File: src/logic/buck_seq_defs.svh
`ifndef BUCK_SEQ_DEFS_SVH
`define BUCK_SEQ_DEFS_SVH

// clock
`define CLK_PERIOD_NS       5

// soft-start reference: code LSB, full value and slope
`define SS_REF_W            11
`define SS_LSB_UV           1000
`define SS_FULL_MV          2000
`define SS_SLOPE_UV_PER_US  200
`define SS_FULL_CODE        (`SS_FULL_MV * 1000 / `SS_LSB_UV)
`define SS_STEP_NS          (`SS_LSB_UV * 1000 / `SS_SLOPE_UV_PER_US)
`define SS_STEP_CYC         (`SS_STEP_NS / `CLK_PERIOD_NS)
`define SS_PRE_W            12

// over-current blanking after low-side turn-on (least time, rounded up)
`define OC_BLANK_NS         200
`define OC_BLANK_CYC        ((`OC_BLANK_NS + `CLK_PERIOD_NS - 1) / `CLK_PERIOD_NS)
`define BLANK_W             6

// hiccup off time in switching cycles
`define HICCUP_CYCLES       4096
`define HIC_W               13

// pre-bias pulse counts per step and step index of full width
`define PB_CNT_Q1           32
`define PB_CNT_Q2           16
`define PB_CNT_Q3           8
`define PB_STEP_FULL        2'h3
`define PB_CNT_W            6

// width of switching period measurements in clock cycles
`define PER_W               12

// synchroniser bit positions
`define SY_SUPPLY           0
`define SY_ENABLE           1
`define SY_OC               2
`define SY_PWM              3
`define SY_OSC              4
`define SY_W                5

`endif

File: src/logic/buck_seq_pkg.sv
`include "buck_seq_defs.svh"

package buck_seq_pkg;

   typedef enum logic [1:0] {SEQ_OFF, SEQ_RUN, SEQ_HICCUP} seqState_t;

   typedef struct packed {
      logic [`SY_W-1:0]     sy1;
      logic [`SY_W-1:0]     sy2;
      seqState_t            state;
      logic                 pwmD;
      logic                 oscD;
      logic                 hsSeen;
      logic [1:0]           pbStep;
      logic [`PB_CNT_W-1:0] pbCnt;
      logic [`HIC_W-1:0]    hicCnt;
      logic [`PER_W-1:0]    offLen;
      logic [`PER_W-1:0]    lastOff;
      logic [`PER_W-1:0]    lsOn;
      logic [`BLANK_W-1:0]  blank;
      logic                 hsGate;
      logic                 lsGate;
      logic                 hsOe;
      logic                 lsOe;
      logic                 por;
      logic                 ocFlag;
      logic                 hiccup;
   } seqRegs_t;

   typedef struct packed {
      logic [`SS_PRE_W-1:0] pre;
      logic [`SS_REF_W-1:0] lvl;
      logic                 done;
   } rampRegs_t;

endpackage

File: src/logic/ss_ramp_if.sv
`include "buck_seq_defs.svh"

interface ss_ramp_if;
   logic                 zero;
   logic [`SS_REF_W-1:0] lvl;
   logic                 done;

   modport ctrl (output zero, input lvl, input done);
   modport ramp (input zero, output lvl, output done);
endinterface

File: src/logic/buck_startup_hiccup_sequencer.sv
// Summary of operation
// - both drivers off while supply or enable comparator is low
// - switching resumes only when supply and enable are both high
// - power-on-ready when supply and enable are both high; it starts soft-start
// - turn on only after enable comparator reports above threshold
// - enable low puts both drivers in high impedance
// - low-side stays off until first high-side pulse
// - low-side width steps 25, 50, 75, 100 percent of steady width
// - 32, 16, then 8 pulses at each low-side step level
// - soft-start reference rises linearly from zero to full value
// - over-current protection active during the soft-start ramp
// - over-current when sense node below ground while low-side on
// - over-current comparator ignored for blanking after low-side on
// - trip sets latched over-current flag and enters hiccup
// - hiccup holds reference at zero for set switching cycles
// - hiccup end clears flag and reruns soft-start, repeating
`include "buck_seq_defs.svh"

module buck_startup_hiccup_sequencer
   import buck_seq_pkg::*;
#(
   parameter int HICCUP_CYCLES = `HICCUP_CYCLES
) (
   // clock and reset
   input  wire logic                 clk_sys,
   input  wire logic                 rst,
   // analog comparator results
   input  wire logic                 supplyAbove,
   input  wire logic                 enableAbove,
   input  wire logic                 ocBelowGnd,
   input  wire logic                 pwmDemand,
   input  wire logic                 oscPulse,
   // gate drivers
   output logic                      highSideGate,
   output logic                      highSideOe,
   output logic                      lowSideGate,
   output logic                      lowSideOe,
   // status and reference
   output logic                      porReady,
   output logic                      overcurrentFlag,
   output logic                      hiccupActive,
   output logic [`SS_REF_W-1:0]      ssRef,
   output logic                      ssDone
);

   seqRegs_t   s_r;
   seqRegs_t   s_nxt;
   ss_ramp_if  rampBus ();

   ss_ramp_gen uRamp (
      .clk_sys (clk_sys),
      .rst     (rst),
      .rp      (rampBus)
   );

   // ************************************************************
   // helpers
   // ************************************************************
   function automatic logic [`PB_CNT_W-1:0] pbTarget(input logic [1:0] st);
      case (st)
         2'h0:    pbTarget = `PB_CNT_W'(`PB_CNT_Q1);
         2'h1:    pbTarget = `PB_CNT_W'(`PB_CNT_Q2);
         default: pbTarget = `PB_CNT_W'(`PB_CNT_Q3);
      endcase
   endfunction

   // low-side width limit as quarters of the last full off period
   function automatic logic [`PER_W-1:0] pbLimit(
      input logic [`PER_W-1:0] full,
      input logic [1:0]        st
   );
      logic [`PER_W+2:0] prod;
      prod    = {3'h0, full} * ({{`PER_W+1{1'b0}}, st} + (`PER_W+3)'(1));
      pbLimit = prod[`PER_W+1:2];
   endfunction

   logic supOk;
   logic enOk;
   logic ocIn;
   logic pwm;
   logic oscTick;
   logic lsAllowed;

   // only second-stage outputs are read by the logic
   assign supOk   = s_r.sy2[`SY_SUPPLY];
   assign enOk    = s_r.sy2[`SY_ENABLE];
   assign ocIn    = s_r.sy2[`SY_OC];
   assign pwm     = s_r.sy2[`SY_PWM];
   assign oscTick = s_r.sy2[`SY_OSC] & ~s_r.oscD;

   always_comb begin
      lsAllowed = 1'b0;
      if (s_r.hsSeen) begin
         if (s_r.pbStep == `PB_STEP_FULL) begin
            lsAllowed = 1'b1;
         end else begin
            lsAllowed = s_r.lsOn < pbLimit(s_r.lastOff, s_r.pbStep);
         end
      end
   end

   // ************************************************************
   // sequencer
   // ************************************************************
   always_comb begin
      s_nxt      = s_r;
      s_nxt.sy1  = {oscPulse, pwmDemand, ocBelowGnd, enableAbove, supplyAbove};
      s_nxt.sy2  = s_r.sy1;
      s_nxt.pwmD = pwm;
      s_nxt.oscD = s_r.sy2[`SY_OSC];
      s_nxt.por  = supOk & enOk;
      // tri-state only on enable loss; supply loss drives both low
      s_nxt.hsOe   = enOk;
      s_nxt.lsOe   = enOk;
      s_nxt.hsGate = 1'b0;
      s_nxt.lsGate = 1'b0;
      s_nxt.hiccup = 1'b0;

      // period measurement for the steady low-side width
      if (!pwm) begin
         if (s_r.offLen != '1) begin
            s_nxt.offLen = s_r.offLen + `PER_W'(1);
         end
      end else begin
         s_nxt.offLen = '0;
      end
      if (pwm && !s_r.pwmD) begin
         s_nxt.lastOff = s_r.offLen;
      end

      if (!(supOk && enOk)) begin
         // gates stay low and every counter except the off-time measurement restarts
         s_nxt.state  = SEQ_OFF;
         s_nxt.hsSeen = 1'b0;
         s_nxt.pbStep = '0;
         s_nxt.pbCnt  = '0;
         s_nxt.hicCnt = '0;
         s_nxt.lsOn   = '0;
         s_nxt.blank  = '0;
         s_nxt.ocFlag = 1'b0;
      end else begin
         case (s_r.state)
            SEQ_OFF: begin
               // power-on-ready just rose: launch soft-start
               if (s_r.por) begin
                  s_nxt.state = SEQ_RUN;
               end
            end
            SEQ_RUN: begin
               s_nxt.hsGate = pwm;
               if (pwm) begin
                  s_nxt.hsSeen = 1'b1;
               end
               s_nxt.lsGate = ~pwm & lsAllowed;
               if (s_nxt.lsGate) begin
                  s_nxt.lsOn = s_r.lsOn + `PER_W'(1);
                  if (s_r.blank != `BLANK_W'(`OC_BLANK_CYC)) begin
                     s_nxt.blank = s_r.blank + `BLANK_W'(1);
                  end
               end else begin
                  s_nxt.blank = '0;
               end
               // width budget is spent once per off time, renewed when on;
               // clearing it on gate-off would re-fire the low side
               if (pwm) begin
                  s_nxt.lsOn = '0;
               end
               // one pre-bias pulse per switching period
               if (oscTick && s_r.hsSeen && s_r.pbStep != `PB_STEP_FULL) begin
                  if (s_r.pbCnt == pbTarget(s_r.pbStep) - `PB_CNT_W'(1)) begin
                     s_nxt.pbCnt  = '0;
                     s_nxt.pbStep = s_r.pbStep + 2'h1;
                  end else begin
                     s_nxt.pbCnt = s_r.pbCnt + `PB_CNT_W'(1);
                  end
               end
               // comparator looked at only after blanking, ramp or not
               if (s_r.lsGate && ocIn &&
                   s_r.blank == `BLANK_W'(`OC_BLANK_CYC)) begin
                  s_nxt.ocFlag = 1'b1;
                  s_nxt.state  = SEQ_HICCUP;
                  s_nxt.hsGate = 1'b0;
                  s_nxt.lsGate = 1'b0;
                  s_nxt.hicCnt = '0;
               end
            end
            SEQ_HICCUP: begin
               s_nxt.hiccup = 1'b1;
               if (oscTick) begin
                  if (s_r.hicCnt == `HIC_W'(HICCUP_CYCLES - 1)) begin
                     s_nxt.ocFlag = 1'b0;
                     s_nxt.state  = SEQ_RUN;
                     s_nxt.hicCnt = '0;
                     s_nxt.hiccup = 1'b0;
                     s_nxt.hsSeen = 1'b0;
                     s_nxt.pbStep = '0;
                     s_nxt.pbCnt  = '0;
                  end else begin
                     s_nxt.hicCnt = s_r.hicCnt + `HIC_W'(1);
                  end
               end
               s_nxt.lsOn  = '0;
               s_nxt.blank = '0;
            end
            default: begin
               s_nxt.state = SEQ_OFF;
            end
         endcase
      end
   end

   // reference held at zero outside the running state
   assign rampBus.zero = (s_r.state != SEQ_RUN);

   always_ff @(posedge clk_sys or posedge rst) begin
      if (rst) begin
         s_r <= '0;
      end else begin
         s_r <= s_nxt;
      end
   end

   // ************************************************************
   // outputs
   // ************************************************************
   assign highSideGate    = s_r.hsGate;
   assign highSideOe      = s_r.hsOe;
   assign lowSideGate     = s_r.lsGate;
   assign lowSideOe       = s_r.lsOe;
   assign porReady        = s_r.por;
   assign overcurrentFlag = s_r.ocFlag;
   assign hiccupActive    = s_r.hiccup;
   assign ssRef           = rampBus.lvl;
   assign ssDone          = rampBus.done;

endmodule

File: src/logic/ss_ramp_gen.sv
`include "buck_seq_defs.svh"

module ss_ramp_gen
   import buck_seq_pkg::*;
(
   // clock and reset
   input  wire logic clk_sys,
   input  wire logic rst,
   // ramp control and value
   ss_ramp_if.ramp   rp
);

   rampRegs_t r_r;
   rampRegs_t r_nxt;

   // ************************************************************
   // soft-start accumulator
   // ************************************************************
   always_comb begin
      r_nxt = r_r;
      if (rp.zero) begin
         r_nxt.pre  = '0;
         r_nxt.lvl  = '0;
         r_nxt.done = 1'b0;
      end else if (r_r.lvl == `SS_REF_W'(`SS_FULL_CODE)) begin
         r_nxt.done = 1'b1;
      end else if (r_r.pre == `SS_PRE_W'(`SS_STEP_CYC - 1)) begin
         // one LSB per step period gives the fixed slope
         r_nxt.pre = '0;
         r_nxt.lvl = r_r.lvl + `SS_REF_W'(1);
      end else begin
         r_nxt.pre = r_r.pre + `SS_PRE_W'(1);
      end
   end

   always_ff @(posedge clk_sys or posedge rst) begin
      if (rst) begin
         r_r <= '0;
      end else begin
         r_r <= r_nxt;
      end
   end

   assign rp.lvl  = r_r.lvl;
   assign rp.done = r_r.done;

endmodule

File: config.mk
export PLATFORM = sky130hd
export DESIGN_NAME = buck_startup_hiccup_sequencer
export DESIGN_NICKNAME = d
export VERILOG_FILES = /design/src/logic/buck_seq_pkg.sv /design/src/logic/ss_ramp_if.sv /design/src/logic/buck_startup_hiccup_sequencer.sv /design/src/logic/ss_ramp_gen.sv
export VERILOG_INCLUDE_DIRS = /design/src /design/src/logic
export SDC_FILE = /design/constraint.sdc
export NUM_CORES = 1
export LEC_CHECK = 0
export BUFFER_PORTS_ARGS = -buffer_cell sky130_fd_sc_hd__buf_2
export CORE_MARGIN = 1.5
export CORE_UTILIZATION = 60
export CTS_CLUSTER_SIZE = 40
export DETAILED_ROUTE_END_ITERATION = 6
export PLACE_DENSITY = 0.8
export SLEW_MARGIN = 5
export SYNTH_ARGS = -nofsm -noshare
export SYNTH_HDL_FRONTEND = slang
export SYNTH_SLANG_ARGS = --single-unit
File: constraint.sdc
create_clock -name clk_sys -period 7.15 [get_ports clk_sys]
set_clock_uncertainty 0.2 [all_clocks]
set_input_delay 0.715 -clock clk_sys [delete_from_list [all_inputs] [get_ports clk_sys]]
set_output_delay 0.715 -clock clk_sys [all_outputs]
set_load 0.02 [all_outputs]
==> impl.org, run 1 <==
** GRT
- In the global route stage, met2 resource usage came out at 0.400.
- For this run, global-route usage on met3 was measured as 0.0576.
- Pin count of the biggest net entering global routing :: 63
- Global-route wire length before repair :: 21400 µm
- GRT overflow :: 0
- For this run, the total global-route usage over all layers was measured as 0.239.
- For this run, global-route usage on met1 was measured as 0.309.
- Via count of the first global-routing pass :: 4687
- The layer flagged by global routing as most heavily used is met2.
- Number of antenna violations at the first check in global routing :: 0

** Routing
- After detailed routing, the average wire length per cell comes to 15.0 µm.
- After the first detailed-routing iteration, the DRC count stood at 279.
- In this run the remaining antenna-violating nets after routing total 0.
- Across all layers, the routed design uses 4753 vias.
- Summed over all layers, the routed wires come to 12300 µm.
- After detailed routing, the number of vias per cell comes to 5.79.
- Before antenna repair, the detailed router went through 5 iterations.
- DRC violations left :: 0

** Synth
- Leading area contributor after synthesis :: sky130_fd_sc_hd__dfrtp_1
- By area the synthesized netlist is led by sky130_fd_sc_hd__dfrtp_1, sky130_fd_sc_hd__ha_1, sky130_fd_sc_hd__nand2_1.
- Dominant register cell in the synthesized netlist :: sky130_fd_sc_hd__dfrtp_1
- The number of different library cells used by synthesis comes to 62.
- The commonest cells after synthesis are sky130_fd_sc_hd__dfrtp_1, sky130_fd_sc_hd__nand2_1, sky130_fd_sc_hd__nor2_1.
- The share of synthesized area in the top cell type comes to 0.424.
- Synthesized netlist net count :: 723
- The share of the Yosys chip area taken by registers is 0.424.
- Summing every instance area after synthesis gives 6370 µm².
- After technology mapping, the gate count stands at 669.
- During synthesis, Yosys emitted a total of 0 warnings.
- Register bit total from synthesis :: 108
- Count of flip-flops with a built-in enable after synthesis :: 0
- Among all cell types in the netlist, the one instantiated most often is sky130_fd_sc_hd__dfrtp_1.
- Fraction of registers with async set or reset after synthesis :: 1.00
- Mean area per synthesized cell :: 9.52 µm²

** Worst setup path
- Critical Path Source Type :: flip-flop
- Data required time at the worst endpoint :: 7.26 ns
- At the worst endpoint, the arrival time is 6.02 ns.
- In this run the critical register-to-register path is captured at s_r[20]$_DFFE_PP0P_.
- Startpoint of the worst-slack reg-to-reg timing path :: s_r[68]$_DFFE_PP0P_
- Worst setup path startpoint :: s_r[68]$_DFFE_PP0P_
- Critical path class :: reg -> reg
- For flop-to-flop paths, the worst setup slack is 1.25 ns.
- Cell count of the worst reg-to-reg path :: 19
- The worst setup path is captured at a flip-flop.
- CP Max Fanout :: 14

** STA
- Hold violation total from the final report :: 0
- Counting I/O delays and the setup requirement, the final critical path takes 5.90 ns.
- Transition at the pin with the smallest max-transition slack :: 0.962 ns
- In this run the tightest slew margin relative to its limit is 0.357.
- Fin Setup TNS :: 0 ns
- Timing would allow up to 169 MHz.
- RSZ-0062 raised after global routing :: false
- Ratio of final minimum period to clock period :: 0.826
- Setup violations remaining at the end of the flow were counted as 0.
- Final hold analysis gives a worst-case slack of 0.157 ns.
- The final-report max-slew violation count is 0.

** Clock tree
- Clock latency reported for the late side of the worst-skew pair :: 0.39 ns
- The number of setup buffers added after CTS is 0.
- Gates resized during post-CTS repair numbered 0.
- Number of buffers between clock root and the deepest sink :: 2
- In this run, post-CTS hold repair placed 0 buffers.
- TritonCTS created 9 clock buffers.
- Number of H-tree levels :: 3
- TritonCTS built the clock tree.
- The cell sitting at the root of the clock tree is a sky130_fd_sc_hd__clkbuf_8.
- Clock-pin slew was measured on the worst setup and hold paths at 0.10 ns.
- Number of sinks handled by clock tree synthesis :: 108

** Hold path
- The tightest min-delay check is of the in -> async type.

** Placed design
- In this run the cell area measured after placement is 6530 µm².
- # port buffers :: 25
- At the end of routability-driven placement, the weighted congestion stood at 0.863.
- Detailed placement finished with a half-perimeter wire length of 8930 µm.

** Pwr
- In this run the power density over the cells is 161 nW/µm².
- For this design the static power due to leakage is 0.00311 µW.
- The worst-case IR drop observed on VDD is 177 µV.

** Floorplan
- The die is 106 µm tall.
- Initial Util :: 0.617
- Std-Cell Core Area :: 10300 µm²
- The floorplan step defined a die boundary enclosing 11200 µm².
- During I/O placement, the number of pins put on the boundary was 26.
- Number of standard-cell rows in the floorplan :: 37
- Horizontal die dimension :: 106 µm

** Final layout
- Cell area after layout :: 6730 µm²
- The repair_antennas step left the layout with diodes totalling 0.
- Of the cells placed in the final design, the portion with a size suffix greater than 1 is 0.105.
- Utilization of the core after routing :: 0.652
- The net count of the finished layout is 735.
- Relative to the synthesized area, the layout overhead comes to 5.62%.

** Status
- Run status :: completed

** Job
- Max Cap Viol :: 0
[through the flow]
step | total power (µW) | instances | worst slack [ns]
2_1_floorplan | 705 | 669 | 1.81
3_3_place_gp | 724 | 806 | 1.61
3_5_place_dp | 727 | 806 | 1.36
4_1_cts | 1100 | 821 | 1.29
5_1_grt | 1130 | 821 | 0.853
6_report | 1080 | 821 | 1.25
[metal layers]
metal | share of wire | vias to the layer above
li1 | - | 2337
met1 | 0.45 | 2323
met2 | 0.50 | 79
met3 | 0.037 | 14
met4 | 0.013 | 0
met5 | 0 | -
[power by group]
group	internal [µW]	switching [µW]	total [µW]
Clock	158	212	370
Sequential	622	11.2	634
Combinational	25.6	55.1	80.7
Total	806	279	1080
[sequential cells by signal (all words and copies together), names as in the netlist, 6 cells and up]
name	count
s_nxt	6
s_r	69
uRamp.r_r	12
uRamp.rp.lvl	11
[worst max-delay path by stage]
stage,endpoint
floorplan,s_r[22]$_DFFE_PP0P_
global placement,s_r[18]$_DFFE_PP0P_
detailed placement,s_r[18]$_DFFE_PP0P_
CTS,s_r[20]$_DFFE_PP0P_
global route,s_r[20]$_DFFE_PP0P_
finish,s_r[20]$_DFFE_PP0P_
[final cells by class]
| type | instances | area [µm²] |
|---|---|---|
| clock buffers | 12 | 165 |
| clock inverters | 3 | 28.8 |
| fillers | 831 | 3600 |
| inverters | 41 | 156 |
| multi-input cells | 493 | 3360 |
| flip-flops and latches | 108 | 2700 |
| well taps | 136 | 170 |
| repair buffers | 28 | 148 |
[layout by cell type (no fill, tap or decap), drive strengths merged, types with 4 or more instances in the layout]
cell type,instances
a21oi,27
and2,6
and3,11
and4,7
buf,28
clkbuf,12
dfrtp,108
fa,11
ha,36
inv,43
mux2,15
nand2,81
nand2b,10
nand3,29
nand4,14
nor2,63
nor2b,10
nor3,14
nor4,4
o21ai,38
o22a,4
o31ai,9
o41ai,4
or3,10
or4,5
xnor2,16
xor2,25
[kinds of logic (layout without fill, tap and decap cells)]
kind of cell / after synthesis / after routing / share of synthesized area
buf+inv: 68 / 84 / 0.0487
mux: 18 / 18 / 0.0312
simple gates: 278 / 278 / 0.219
xor+xnor: 41 / 41 / 0.0564
flops: 108 / 108 / 0.424
fa+ha+maj: 47 / 47 / 0.105
compound gates: 109 / 109 / 0.115
[critical path: stages (launching register included)]
cell and delay [ns]:
sky130_fd_sc_hd__dfrtp_1 0.44, sky130_fd_sc_hd__inv_1 0.22, sky130_fd_sc_hd__ha_1 0.57, sky130_fd_sc_hd__nand2_1 0.13, sky130_fd_sc_hd__fa_1 0.58, sky130_fd_sc_hd__inv_1 0.07
sky130_fd_sc_hd__ha_1 0.30, sky130_fd_sc_hd__a211o_1 0.26, sky130_fd_sc_hd__o211ai_1 0.16, sky130_fd_sc_hd__a21oi_1 0.14, sky130_fd_sc_hd__a211o_1 0.30, sky130_fd_sc_hd__o31ai_1 0.27
sky130_fd_sc_hd__xnor2_1 0.16, sky130_fd_sc_hd__ha_1 0.26, sky130_fd_sc_hd__a21oi_1 0.16, sky130_fd_sc_hd__o21ai_1 0.14, sky130_fd_sc_hd__a2111oi_4 0.36, sky130_fd_sc_hd__o21ai_1 0.34
sky130_fd_sc_hd__or4_1 0.57, sky130_fd_sc_hd__a21oi_1 0.17
(Power assumes the default switching activity.)
==> run 2, diff against run 1 <==
--- a/config.mk
+++ b/config.mk
@@ -6,6 +6,7 @@
 export SDC_FILE = /design/constraint.sdc
 export NUM_CORES = 1
 export LEC_CHECK = 0
+export ABC_AREA = 1
 export BUFFER_PORTS_ARGS = -buffer_cell sky130_fd_sc_hd__buf_2
 export CORE_MARGIN = 1.5
 export CORE_UTILIZATION = 60
==> constraint.sdc (replaced) <==
create_clock -name clk_sys -period 5.77 [get_ports clk_sys]
set_clock_uncertainty 0.2 [all_clocks]
set_input_delay 0.577 -clock clk_sys [delete_from_list [all_inputs] [get_ports clk_sys]]
set_output_delay 0.577 -clock clk_sys [all_outputs]
set_load 0.02 [all_outputs]
==> impl.org, run 2 <==
** Status
- Run status: completed (unchanged).

** Worst setup path
- Data required time at the worst endpoint :: 5.82 ns (was 7.26 ns)
- Type of destination of the critical path :: flip-flop (unchanged)
- Gate family responsible for the most delay along the worst path :: adder cells (was compound AO/OA/AOI/OAI gates)
- The buffers plus inverters on the worst setup path is 3 (was 2).
- The critical-path maximum fanout is 15 (was 14).
- Cell Chain, Critical Path: inv_1 > buf_4 > ha_1 > nand2_1 > fa_1 > inv_1 > ha_1 > a21oi_1 > o21bai_1 > a21oi_1 > o21ai_0 > xor2_1 > ha_1 > nand2_1 > nor2_1 > nand2_1 > nor2_1 > nor2_1 > nand2_2 > a21boi_4 > nand2_2 > nand2_1 > nand2_1 > nand2_1 (was inv_1 > ha_1 > nand2_1 > fa_1 > inv_1 > ha_1 > a211o_1 > o211ai_1 > a21oi_1 > a211o_1 > o31ai_1 > xnor2_1 > ha_1 > a21oi_1 > o21ai_1 > a2111oi_4 > o21ai_1 > or4_1 > a21oi_1).
- The destination of the worst register-to-register timing path is s_r[19]$_DFFE_PP0P_ (was s_r[20]$_DFFE_PP0P_).
- Slowest library cell on the worst path :: sky130_fd_sc_hd__fa_1 (unchanged)
- The path type of the worst setup path was reg -> reg (unchanged).
- The worst path arrival time was 5.14 ns (was 6.02 ns).
- FF-to-FF setup slack :: 0.68 ns (was 1.25 ns)
- The delay of the slowest critical-path stage was 0.58 ns (about the same).
- The category of the worst setup path launch point is a flip-flop (unchanged).
- The critical path launch point is s_r[68]$_DFFE_PP0P_ (unchanged).
- Cell count of the worst reg-to-reg path :: 24 (was 19)
- The reg-to-reg startpoint is s_r[68]$_DFFE_PP0P_ (unchanged).
- Cell repeated most along the worst path :: sky130_fd_sc_hd__nand2_1

** GRT
- The number of global-route vias before repair is 5375 (was 4687).
- The initial antenna violation count was 0 (unchanged).
- The sum of overflow across all layers after global routing is 0 (unchanged).
- The global-route total usage across every layer came to 0.246 (was 0.239).
- The first-pass GRT wire length is 24700 µm (was 21400 µm).
- Pin count of the biggest net entering global routing :: 68 (was 63)

** Routing
- The antenna violation net count after detailed routing is 0 (unchanged).
- DRC violations left :: 0 (unchanged)
- Via Count :: 5683 (was 4753)
- Drt pass-1 iters :: 5 (unchanged)
- The detailed router's first-iteration violation count is 442 (was 279).
- The aggregate routed wire length was 14100 µm (was 12300 µm).
- The per-cell routed wire length was 13.9 µm (was 15.0 µm).
- Number of vias per cell after detailed routing :: 5.57 (was 5.79)

** Floorplan
- The chip height was 111 µm (was 106 µm).
- Horizontal die dimension :: 111 µm (was 106 µm)
- Std-Cell Core Area :: 11400 µm² (was 10300 µm²)
- I/O pins :: 26 (unchanged)
- The full die area was 12400 µm² (was 11200 µm²).
- The floorplan row count is 39 (was 37).
- Initial Util :: 0.615 (was 0.617)

** Final layout
- The layout filler cell count is 996 (was 831).
- The count of nets after finishing is 926 (was 735).
- The register with the most flip-flops is s_r (unchanged).
- The sequential cell area is 2700 µm² (unchanged).
- Commonest cells after routing, fill and taps aside: sky130_fd_sc_hd__nand2_1, sky130_fd_sc_hd__dfrtp_1, sky130_fd_sc_hd__inv_1 (was sky130_fd_sc_hd__dfrtp_1, sky130_fd_sc_hd__nand2_1, sky130_fd_sc_hd__nor2_1).
- Area growth from synthesis to final layout :: 6.54% (was 5.62%)
- The area of the multi-input gates was 3710 µm² (was 3360 µm²).
- The share of cells above drive strength 1 was 0.125 (was 0.105).
- Commonest non-fill, non-tap cell in the layout :: sky130_fd_sc_hd__nand2_1 (was sky130_fd_sc_hd__dfrtp_1)
- Max reg flops :: 69 (unchanged)
- Number of antenna repair diodes :: 0 (unchanged)

** Synth
- Fraction of synthesized cell area taken by the top area cell type :: 0.385 (was 0.424)
- The post-synthesis cell area came to 7020 µm² (was 6370 µm²).
- The post-synthesis register bit count was 108 (unchanged).
- Dominant register cell in the synthesized netlist :: sky130_fd_sc_hd__dfrtp_1 (unchanged)
- The count of synthesis-stage warnings from yosys is 0 (unchanged).
- The dominant cell type by area after synthesis is sky130_fd_sc_hd__dfrtp_1 (unchanged).
- Count of flip-flops with a built-in enable after synthesis :: 0 (unchanged)
- Fraction of registers with async set or reset after synthesis :: 1.00 (unchanged)
- Synthesized netlist net count :: 917 (was 723)
- Register area share after synthesis :: 0.385 (was 0.424)
- The number of distinct library cells after synthesis was 53 (was 62).
- Ranking of synthesized cells by instance count: sky130_fd_sc_hd__nand2_1, sky130_fd_sc_hd__dfrtp_1, sky130_fd_sc_hd__inv_1 (was sky130_fd_sc_hd__dfrtp_1, sky130_fd_sc_hd__nand2_1, sky130_fd_sc_hd__nor2_1).
- The average footprint of a synthesized cell was 8.14 µm² (was 9.52 µm²).
- Synthesized netlist cell count :: 863 (was 669)
- The leading cell type by number of instances after synthesis is sky130_fd_sc_hd__nand2_1 (was sky130_fd_sc_hd__dfrtp_1).
- Most area-consuming cells after synthesis :: sky130_fd_sc_hd__dfrtp_1, sky130_fd_sc_hd__nand2_1, sky130_fd_sc_hd__ha_1 (was sky130_fd_sc_hd__dfrtp_1, sky130_fd_sc_hd__ha_1, sky130_fd_sc_hd__nand2_1)

** Hold path
- Launch point of the worst hold path :: enableAbove
- Along the worst hold path, the cell count comes to 1.
- Endpoint with the worst hold slack :: s_nxt[76]$_DFF_PP0_
- Worst Hold Class :: in -> reg (was in -> async)

** Clock tree
- Number of buffers between clock root and the deepest sink :: 2 (unchanged)
- CTS tree :: built (unchanged)
- Number of sinks handled by clock tree synthesis :: 108 (unchanged)
- Library cell used as clock root buffer :: sky130_fd_sc_hd__clkbuf_16 (was sky130_fd_sc_hd__clkbuf_8)
- Total clock buffers created by CTS :: 9 (unchanged)
- The total setup buffers inserted after CTS was 0 (unchanged).
- The latest clock arrival within the worst-skew pair is 0.36 ns (was 0.39 ns).
- The clock-pin slew on the worst setup and hold paths is 0.07 ns (was 0.10 ns).
- Post-CTS Hold Buffers :: 0 (unchanged)
- The number of levels the H-tree was split into is 3 (unchanged).
- The post-cts repair resize count was 0 (unchanged).

** STA
- Post-layout minimum cycle time :: 5.09 ns (was 5.90 ns)
- Smallest hold slack :: 0.120 ns (was 0.157 ns)
- Ratio of final minimum period to clock period :: 0.881 (was 0.826)
- Transition at the pin with the smallest max-transition slack :: 0.772 ns (was 0.962 ns)
- Hold violation total from the final report :: 0 (unchanged)
- Fin Setup TNS :: 0 ns (unchanged)
- Worst slew margin :: 0.485 (was 0.357)
- The achievable clock frequency was 197 MHz (was 169 MHz).
- RSZ-0062 raised after global routing: false (unchanged).
- Final Slew Violations :: 0 (unchanged)
- Final number of setup-violating endpoints :: 0 (unchanged)

** Placed design
- Routability Congestion :: 0.847 (was 0.863)
- The number of I/O port buffers is 25 (unchanged).
- The half-perimeter wire length after placement is 10100 µm (was 8930 µm).

** Pwr
- The power density over the cells is 226 nW/µm² (was 161 nW/µm²).
- P_leak :: 0.00345 µW (was 0.00311 µW)
- The post-layout total power was 1690 µW (was 1080 µW).
- The peak supply drop was 276 µV (was 177 µV).

** Job
- The max-cap check violation count came to 0 (unchanged).
==> run 2: cell types whose count changed after synthesis, moves of 11 or more <==
cell	delta
sky130_fd_sc_hd__inv_1	+57
sky130_fd_sc_hd__xnor2_1	-13
sky130_fd_sc_hd__nor3_1	+17
sky130_fd_sc_hd__o21ai_0	+11
sky130_fd_sc_hd__nand2_2	+14
sky130_fd_sc_hd__nand3_1	+36
sky130_fd_sc_hd__nand2_1	+103
==> run 2: metal layers <==
layer | track usage | wire length, µm | up-vias
met5 | 0 | 0 | -
met4 | 0.0802 | 250 | 0
met3 | 0.0508 | 682 | 24
met2 | 0.375 | 6370 | 138
met1 | 0.351 | 6830 | 2666
li1 | - | - | 2855
==> run 2: report_power, final <==
group | switching [µW] | internal (µW)
logic | 156 | 55.8
registers | 21.0 | 779
clock network | 281 | 397
total | 458 | 1230
==> run 2: worst register-to-register path, cell delays in order (launching register included) <==
cell and delay, ns:
sky130_fd_sc_hd__dfrtp_1 0.37, sky130_fd_sc_hd__inv_1 0.05, sky130_fd_sc_hd__buf_4 0.19, sky130_fd_sc_hd__ha_1 0.57, sky130_fd_sc_hd__nand2_1 0.14, sky130_fd_sc_hd__fa_1 0.58
sky130_fd_sc_hd__inv_1 0.06, sky130_fd_sc_hd__ha_1 0.28, sky130_fd_sc_hd__a21oi_1 0.12, sky130_fd_sc_hd__o21bai_1 0.11, sky130_fd_sc_hd__a21oi_1 0.27, sky130_fd_sc_hd__o21ai_0 0.15
sky130_fd_sc_hd__xor2_1 0.16, sky130_fd_sc_hd__ha_1 0.29, sky130_fd_sc_hd__nand2_1 0.08, sky130_fd_sc_hd__nor2_1 0.16, sky130_fd_sc_hd__nand2_1 0.10, sky130_fd_sc_hd__nor2_1 0.11
sky130_fd_sc_hd__nor2_1 0.07, sky130_fd_sc_hd__nand2_2 0.11, sky130_fd_sc_hd__a21boi_4 0.08, sky130_fd_sc_hd__nand2_2 0.21, sky130_fd_sc_hd__nand2_1 0.32, sky130_fd_sc_hd__nand2_1 0.17
sky130_fd_sc_hd__nand2_1 0.06
==> run 2: cell type report <==
class,instances,area share
Inverter,109,0.0567
Timing Repair Buffer,27,0.0187
Sequential cell,108,0.361
Clock buffer,12,0.0329
Multi-Input combinational cell,617,0.496
Clock inverter,4,0.0107
Tap cell,143,0.0239
==> run 2: logic make-up (layout without fill, tap and decap cells) <==
| group | count (synthesis) | count (layout) | synth area share |
|---|---|---|---|
| AOI/OAI and AO/OA | 111 | 111 | 0.0958 |
| xor gates and xnor gates | 32 | 32 | 0.0399 |
| adders and majority gates | 47 | 47 | 0.0955 |
| buffers and inverters | 138 | 152 | 0.0869 |
| DFF | 108 | 108 | 0.385 |
| muxes | 4 | 4 | 0.00641 |
| and+or+nand+nor | 423 | 423 | 0.291 |
==> run 2: worst max path at each step <==
stage,end,slack [ns],cells past startpoint
floorplan,s_r[18]$_DFFE_PP0P_,1.22,26
global placement,s_r[24]$_DFFE_PP0P_,0.91,24
detailed placement,s_r[17]$_DFFE_PP0P_,0.74,24
CTS,s_r[19]$_DFFE_PP0P_,0.69,24
global route,s_r[19]$_DFFE_PP0P_,0.27,24
finish,s_r[19]$_DFFE_PP0P_,0.68,24
==> run 2: per-stage QoR <==
stage                     std cells  setup WS, ns  utilization  area (µm²)
final                          1020         0.684        0.655        7480
after global placement         1004         0.912        0.627        7160
after detailed placement       1004         0.736        0.627        7160
after floorplan                 863          1.22            -        7020
after global routing           1020         0.270        0.655        7480
after CTS                      1020         0.695        0.655        7480
==> run 3, diff against run 2 <==
--- a/config.mk
+++ b/config.mk
@@ -9,10 +9,10 @@
 export ABC_AREA = 1
 export BUFFER_PORTS_ARGS = -buffer_cell sky130_fd_sc_hd__buf_2
 export CORE_MARGIN = 1.5
-export CORE_UTILIZATION = 60
+export CORE_UTILIZATION = 57
 export CTS_CLUSTER_SIZE = 40
 export DETAILED_ROUTE_END_ITERATION = 6
-export PLACE_DENSITY = 0.8
+export PLACE_DENSITY = 0.78
 export SLEW_MARGIN = 5
 export SYNTH_ARGS = -nofsm -noshare
 export SYNTH_HDL_FRONTEND = slang
==> constraint.sdc (replaced) <==
create_clock -name clk_sys -period 4.2 [get_ports clk_sys]
set_clock_uncertainty 0.2 [all_clocks]
set_input_delay 0.42 -clock clk_sys [delete_from_list [all_inputs] [get_ports clk_sys]]
set_output_delay 0.42 -clock clk_sys [all_outputs]
set_load 0.02 [all_outputs]
==> impl.org, run 3 (synthesis results as in run 2) <==
** STA
- The final worst slack is -0.0483 ns (was 0.684 ns).
- RSZ-0062 raised after global routing :: true (was false)
- Hold violation total from the final report :: 0 (unchanged)
- Fin Setup TNS :: -0.365 ns (was 0 ns)
- Worst slew margin :: 0.651 (was 0.485)
- Final number of setup-violating endpoints :: 14 (was 0)
- The final period demand of the worst path came to 4.25 ns (was 5.09 ns).
- The worst-margin pin slew is 0.523 ns (was 0.772 ns).
- Highest achievable clock rate :: 235 MHz (was 197 MHz)
- Smallest hold slack :: 0.150 ns (was 0.120 ns)
- The final-report max-slew violation count was 0 (unchanged).
- The final worst-path cycle share was 1.01 (was 0.881).

** Pwr
- Overall power of the completed layout :: 2330 µW (was 1690 µW)
- P_leak :: 0.00362 µW (was 0.00345 µW)
- The peak supply drop is 304 µV (was 276 µV).
- Areal power density over the cells :: 289 nW/µm² (was 226 nW/µm²)

** Final layout
- Fraction of final layout cells with drive strength greater than 1 :: 0.209 (was 0.125)
- Commonest non-fill, non-tap cell in the layout :: sky130_fd_sc_hd__nand2_1 (unchanged)
- The area growth from synthesis to final layout came to 14.5% (was 6.54%).
- NumNets Final :: 961 (was 926)
- Max reg flops :: 69 (unchanged)
- The final standard cell area without fillers was 8040 µm² (was 7480 µm²).
- The utilization of the core after routing was 0.670 (was 0.655).
- Number of antenna repair diodes :: 0 (unchanged)
- Register containing the most flip-flops in the final layout :: s_r (unchanged)
- Commonest cells after routing, fill and taps aside :: sky130_fd_sc_hd__nand2_1, sky130_fd_sc_hd__dfrtp_1, sky130_fd_sc_hd__inv_1 (unchanged)

** Clock tree
- Clock transition at the registers of the reported paths :: 0.08 ns (was 0.07 ns)
- The clock root buffer is sky130_fd_sc_hd__clkbuf_16 (unchanged).
- Number of sinks handled by clock tree synthesis :: 108 (unchanged)
- The TritonCTS clock tree is built (unchanged).
- The latest clock arrival within the worst-skew pair came to 0.36 ns (about the same).
- Number of buffers between clock root and the deepest sink :: 2 (unchanged)
- Number of H-tree levels :: 3 (unchanged)
- The total clock buffers created by CTS was 9 (unchanged).

** Worst setup path
- The number of stages on the worst setup path was 24 (unchanged).
- Cell Chain, Critical Path :: inv_2 > ha_4 > buf_6 > nand2_1 > fa_1 > inv_1 > ha_4 > a21oi_2 > o21bai_1 > a21oi_1 > o21ai_2 > xor2_1 > ha_1 > nand2_2 > inv_1 > nand2_1 > nand3_1 > nor2_2 > nand2_2 > a21boi_4 > nand2_2 > buf_4 > nand3_1 > nand2_2 (was inv_1 > buf_4 > ha_1 > nand2_1 > fa_1 > inv_1 > ha_1 > a21oi_1 > o21bai_1 > a21oi_1 > o21ai_0 > xor2_1 > ha_1 > nand2_1 > nor2_1 > nand2_1 > nor2_1 > nor2_1 > nand2_2 > a21boi_4 > nand2_2 > nand2_1 > nand2_1 > nand2_1)
- The buffers plus inverters on the worst setup path is 5 (was 3).
- The worst path arrival time came to 4.30 ns (was 5.14 ns).
- Data required time at the worst endpoint :: 4.25 ns (was 5.82 ns)
- Cell count of the worst reg-to-reg path :: 24 (unchanged)
- The top cell family by delay on the critical path is adder cells (unchanged).
- Slowest library cell on the worst path :: sky130_fd_sc_hd__fa_1 (unchanged)
- The endpoint type of the worst setup path is a flip-flop (unchanged).
- Critical path class :: reg -> reg (unchanged)
- The most frequent cell on the critical path was sky130_fd_sc_hd__nand2_2 (was sky130_fd_sc_hd__nand2_1).
- FF-to-FF setup slack :: -0.05 ns (was 0.68 ns)
- Critical Path Max Stage Delay :: 0.53 ns (was 0.58 ns)
- CP Max Fanout :: 9 (was 15)
- Startpoint of the worst-slack reg-to-reg timing path :: s_r[69]$_DFFE_PP0P_ (was s_r[68]$_DFFE_PP0P_)
- Critical Path Source Type :: flip-flop (unchanged)
- Critical register-to-register path endpoint :: s_r[24]$_DFFE_PP0P_ (was s_r[19]$_DFFE_PP0P_)
- The critical path launch point is s_r[69]$_DFFE_PP0P_ (was s_r[68]$_DFFE_PP0P_).
- Worst setup path endpoint :: s_r[24]$_DFFE_PP0P_ (was s_r[19]$_DFFE_PP0P_)

** Status
- The final reports fail on negative setup slack.
- Run status: finished with violations (was completed).

** Routing
- The detailed router's first-iteration violation count came to 512 (was 442).
- The via count was 5855 (was 5683).
- Total Routed Length :: 14800 µm (was 14100 µm)
- Routed wirelength normalized by instance count :: 14.0 µm (was 13.9 µm)
- Drt pass-1 iters :: 5 (unchanged)
- The ratio of routed vias to standard cells was 5.53 (was 5.57).
- Antenna-violating nets left :: 0 (unchanged)
- The DRC violation count after routing is 0 (unchanged).

** GRT
- GRT overflow :: 0 (unchanged)
- Via count of the first global-routing pass :: 5462 (was 5375)
- Global-route wire length before repair :: 25200 µm (was 24700 µm)
- Number of antenna violations at the first check in global routing :: 0 (unchanged)
- The maximum number of pins on one net before global-route repair came to 43 (was 68).
- The global-route total usage across every layer is 0.240 (was 0.246).

** Floorplan
- Vertical die dimension :: 114 µm (was 111 µm)
- I/O pins :: 26 (unchanged)
- The starting density of the core was 0.585 (was 0.615).
- The core footprint is 12000 µm² (was 11400 µm²).
- The full die area came to 13000 µm² (was 12400 µm²).
- The horizontal die dimension is 114 µm (was 111 µm).
- Number of standard-cell rows in the floorplan :: 40 (was 39)

** Placed design
- The routability congestion estimate from global placement was 0.887 (was 0.847).
- Cell area after placement :: 7360 µm² (was 7160 µm²)
- The number of I/O port buffers is 25 (unchanged).
- HPWL reported at the end of detailed placement :: 10400 µm (was 10100 µm)

** Hold path
- Worst Hold Class :: reg -> reg (was in -> reg)

** Job
- Max Cap Viol :: 0 (unchanged)
[run 3: cell count changes in the layout (fill, tap and decap cells not counted), moves of 4 or more]
cell                            previous run  this run
sky130_fd_sc_hd__buf_4                     2        27
sky130_fd_sc_hd__nand2_1                 184       167
sky130_fd_sc_hd__nand2_2                  14        27
sky130_fd_sc_hd__ha_1                     36        24
sky130_fd_sc_hd__ha_4                      0        11
sky130_fd_sc_hd__o21ai_0                  41        34
sky130_fd_sc_hd__a21oi_1                  31        25
sky130_fd_sc_hd__a21oi_2                   3         9
sky130_fd_sc_hd__dlygate4sd3_1             0         6
sky130_fd_sc_hd__inv_1                    96        90
sky130_fd_sc_hd__inv_2                     6        12
sky130_fd_sc_hd__o21ai_1                  10        16
sky130_fd_sc_hd__nand2_4                   3         7
[run 3: final cells by class]
| class | instances | area [µm²] |
|---|---|---|
| Clock inverter | 6 | 62.6 |
| Fill cell | 973 | 3970 |
| Sequential cell | 108 | 2700 |
| Inverter | 109 | 424 |
| Clock buffer | 10 | 239 |
| Tap cell | 147 | 184 |
| Timing Repair Buffer | 62 | 458 |
| Multi-Input combinational cell | 617 | 3970 |
[run 3: stage by stage]
stage          setup slack [ns]  cells
2_1_floorplan            0.0400    863
3_3_place_gp           -0.00142   1029
3_5_place_dp             -0.170   1029
4_1_cts                 0.00180   1057
5_1_grt                  -0.317   1059
6_report                -0.0483   1059
[run 3: worst min path at each step]
stage | start | endpoint | cells past startpoint
3_3_place_gp | s_nxt[76]$_DFF_PP0_ | enOk$_DFF_PP0_ | 0
3_5_place_dp | s_nxt[78]$_DFF_PP0_ | pwm$_DFF_PP0_ | 0
6_report | s_nxt[77]$_DFF_PP0_ | ocIn$_DFF_PP0_ | 0
2_1_floorplan | s_nxt[76]$_DFF_PP0_ | enOk$_DFF_PP0_ | 0
5_1_grt | s_nxt[77]$_DFF_PP0_ | ocIn$_DFF_PP0_ | 0
4_1_cts | s_nxt[78]$_DFF_PP0_ | pwm$_DFF_PP0_ | 0
[run 3: power by group]
group | switching, µW | total (µW) | internal [µW]
Clock | 413 | 848 | 436
Combinational | 244 | 377 | 133
Sequential | 30.9 | 1100 | 1070
Total | 687 | 2330 | 1640
[run 3: layer usage]
| layer | track usage | up-vias | wire, µm |
|---|---|---|---|
| li1 | - | 2925 | - |
| met2 | 0.381 | 111 | 6710 |
| met1 | 0.342 | 2792 | 7230 |
| met3 | 0.0356 | 27 | 527 |
| met4 | 0.0767 | 0 | 322 |
| met5 | 0 | - | 0 |
[run 3: worst reg2reg max path: stages (launching register included)]
cell and delay, ns:
sky130_fd_sc_hd__dfrtp_1 0.42, sky130_fd_sc_hd__inv_2 0.08, sky130_fd_sc_hd__ha_4 0.33, sky130_fd_sc_hd__buf_6 0.14, sky130_fd_sc_hd__nand2_1 0.08, sky130_fd_sc_hd__fa_1 0.53, sky130_fd_sc_hd__inv_1 0.07, sky130_fd_sc_hd__ha_4 0.24
sky130_fd_sc_hd__a21oi_2 0.15, sky130_fd_sc_hd__o21bai_1 0.07, sky130_fd_sc_hd__a21oi_1 0.16, sky130_fd_sc_hd__o21ai_2 0.08, sky130_fd_sc_hd__xor2_1 0.15, sky130_fd_sc_hd__ha_1 0.30, sky130_fd_sc_hd__nand2_2 0.11, sky130_fd_sc_hd__inv_1 0.05
sky130_fd_sc_hd__nand2_1 0.06, sky130_fd_sc_hd__nand3_1 0.08, sky130_fd_sc_hd__nor2_2 0.12, sky130_fd_sc_hd__nand2_2 0.10, sky130_fd_sc_hd__a21boi_4 0.17, sky130_fd_sc_hd__nand2_2 0.10, sky130_fd_sc_hd__buf_4 0.18, sky130_fd_sc_hd__nand3_1 0.10
sky130_fd_sc_hd__nand2_2 0.06
[run 3: repair_timing]
| action | 4_1_cts | 5_1_grt |
|---|---|---|
| pin swaps | 2 | 23 |
| endpoints found under the hold margin | 41 | 0 |
| setup endpoints to repair | 19 | 19 |
| setup buffers | 5 | 2 |
| gates cloned | 1 | 0 |
| gates resized for setup | 21 | 39 |
| hold buffers | 6 | 0 |
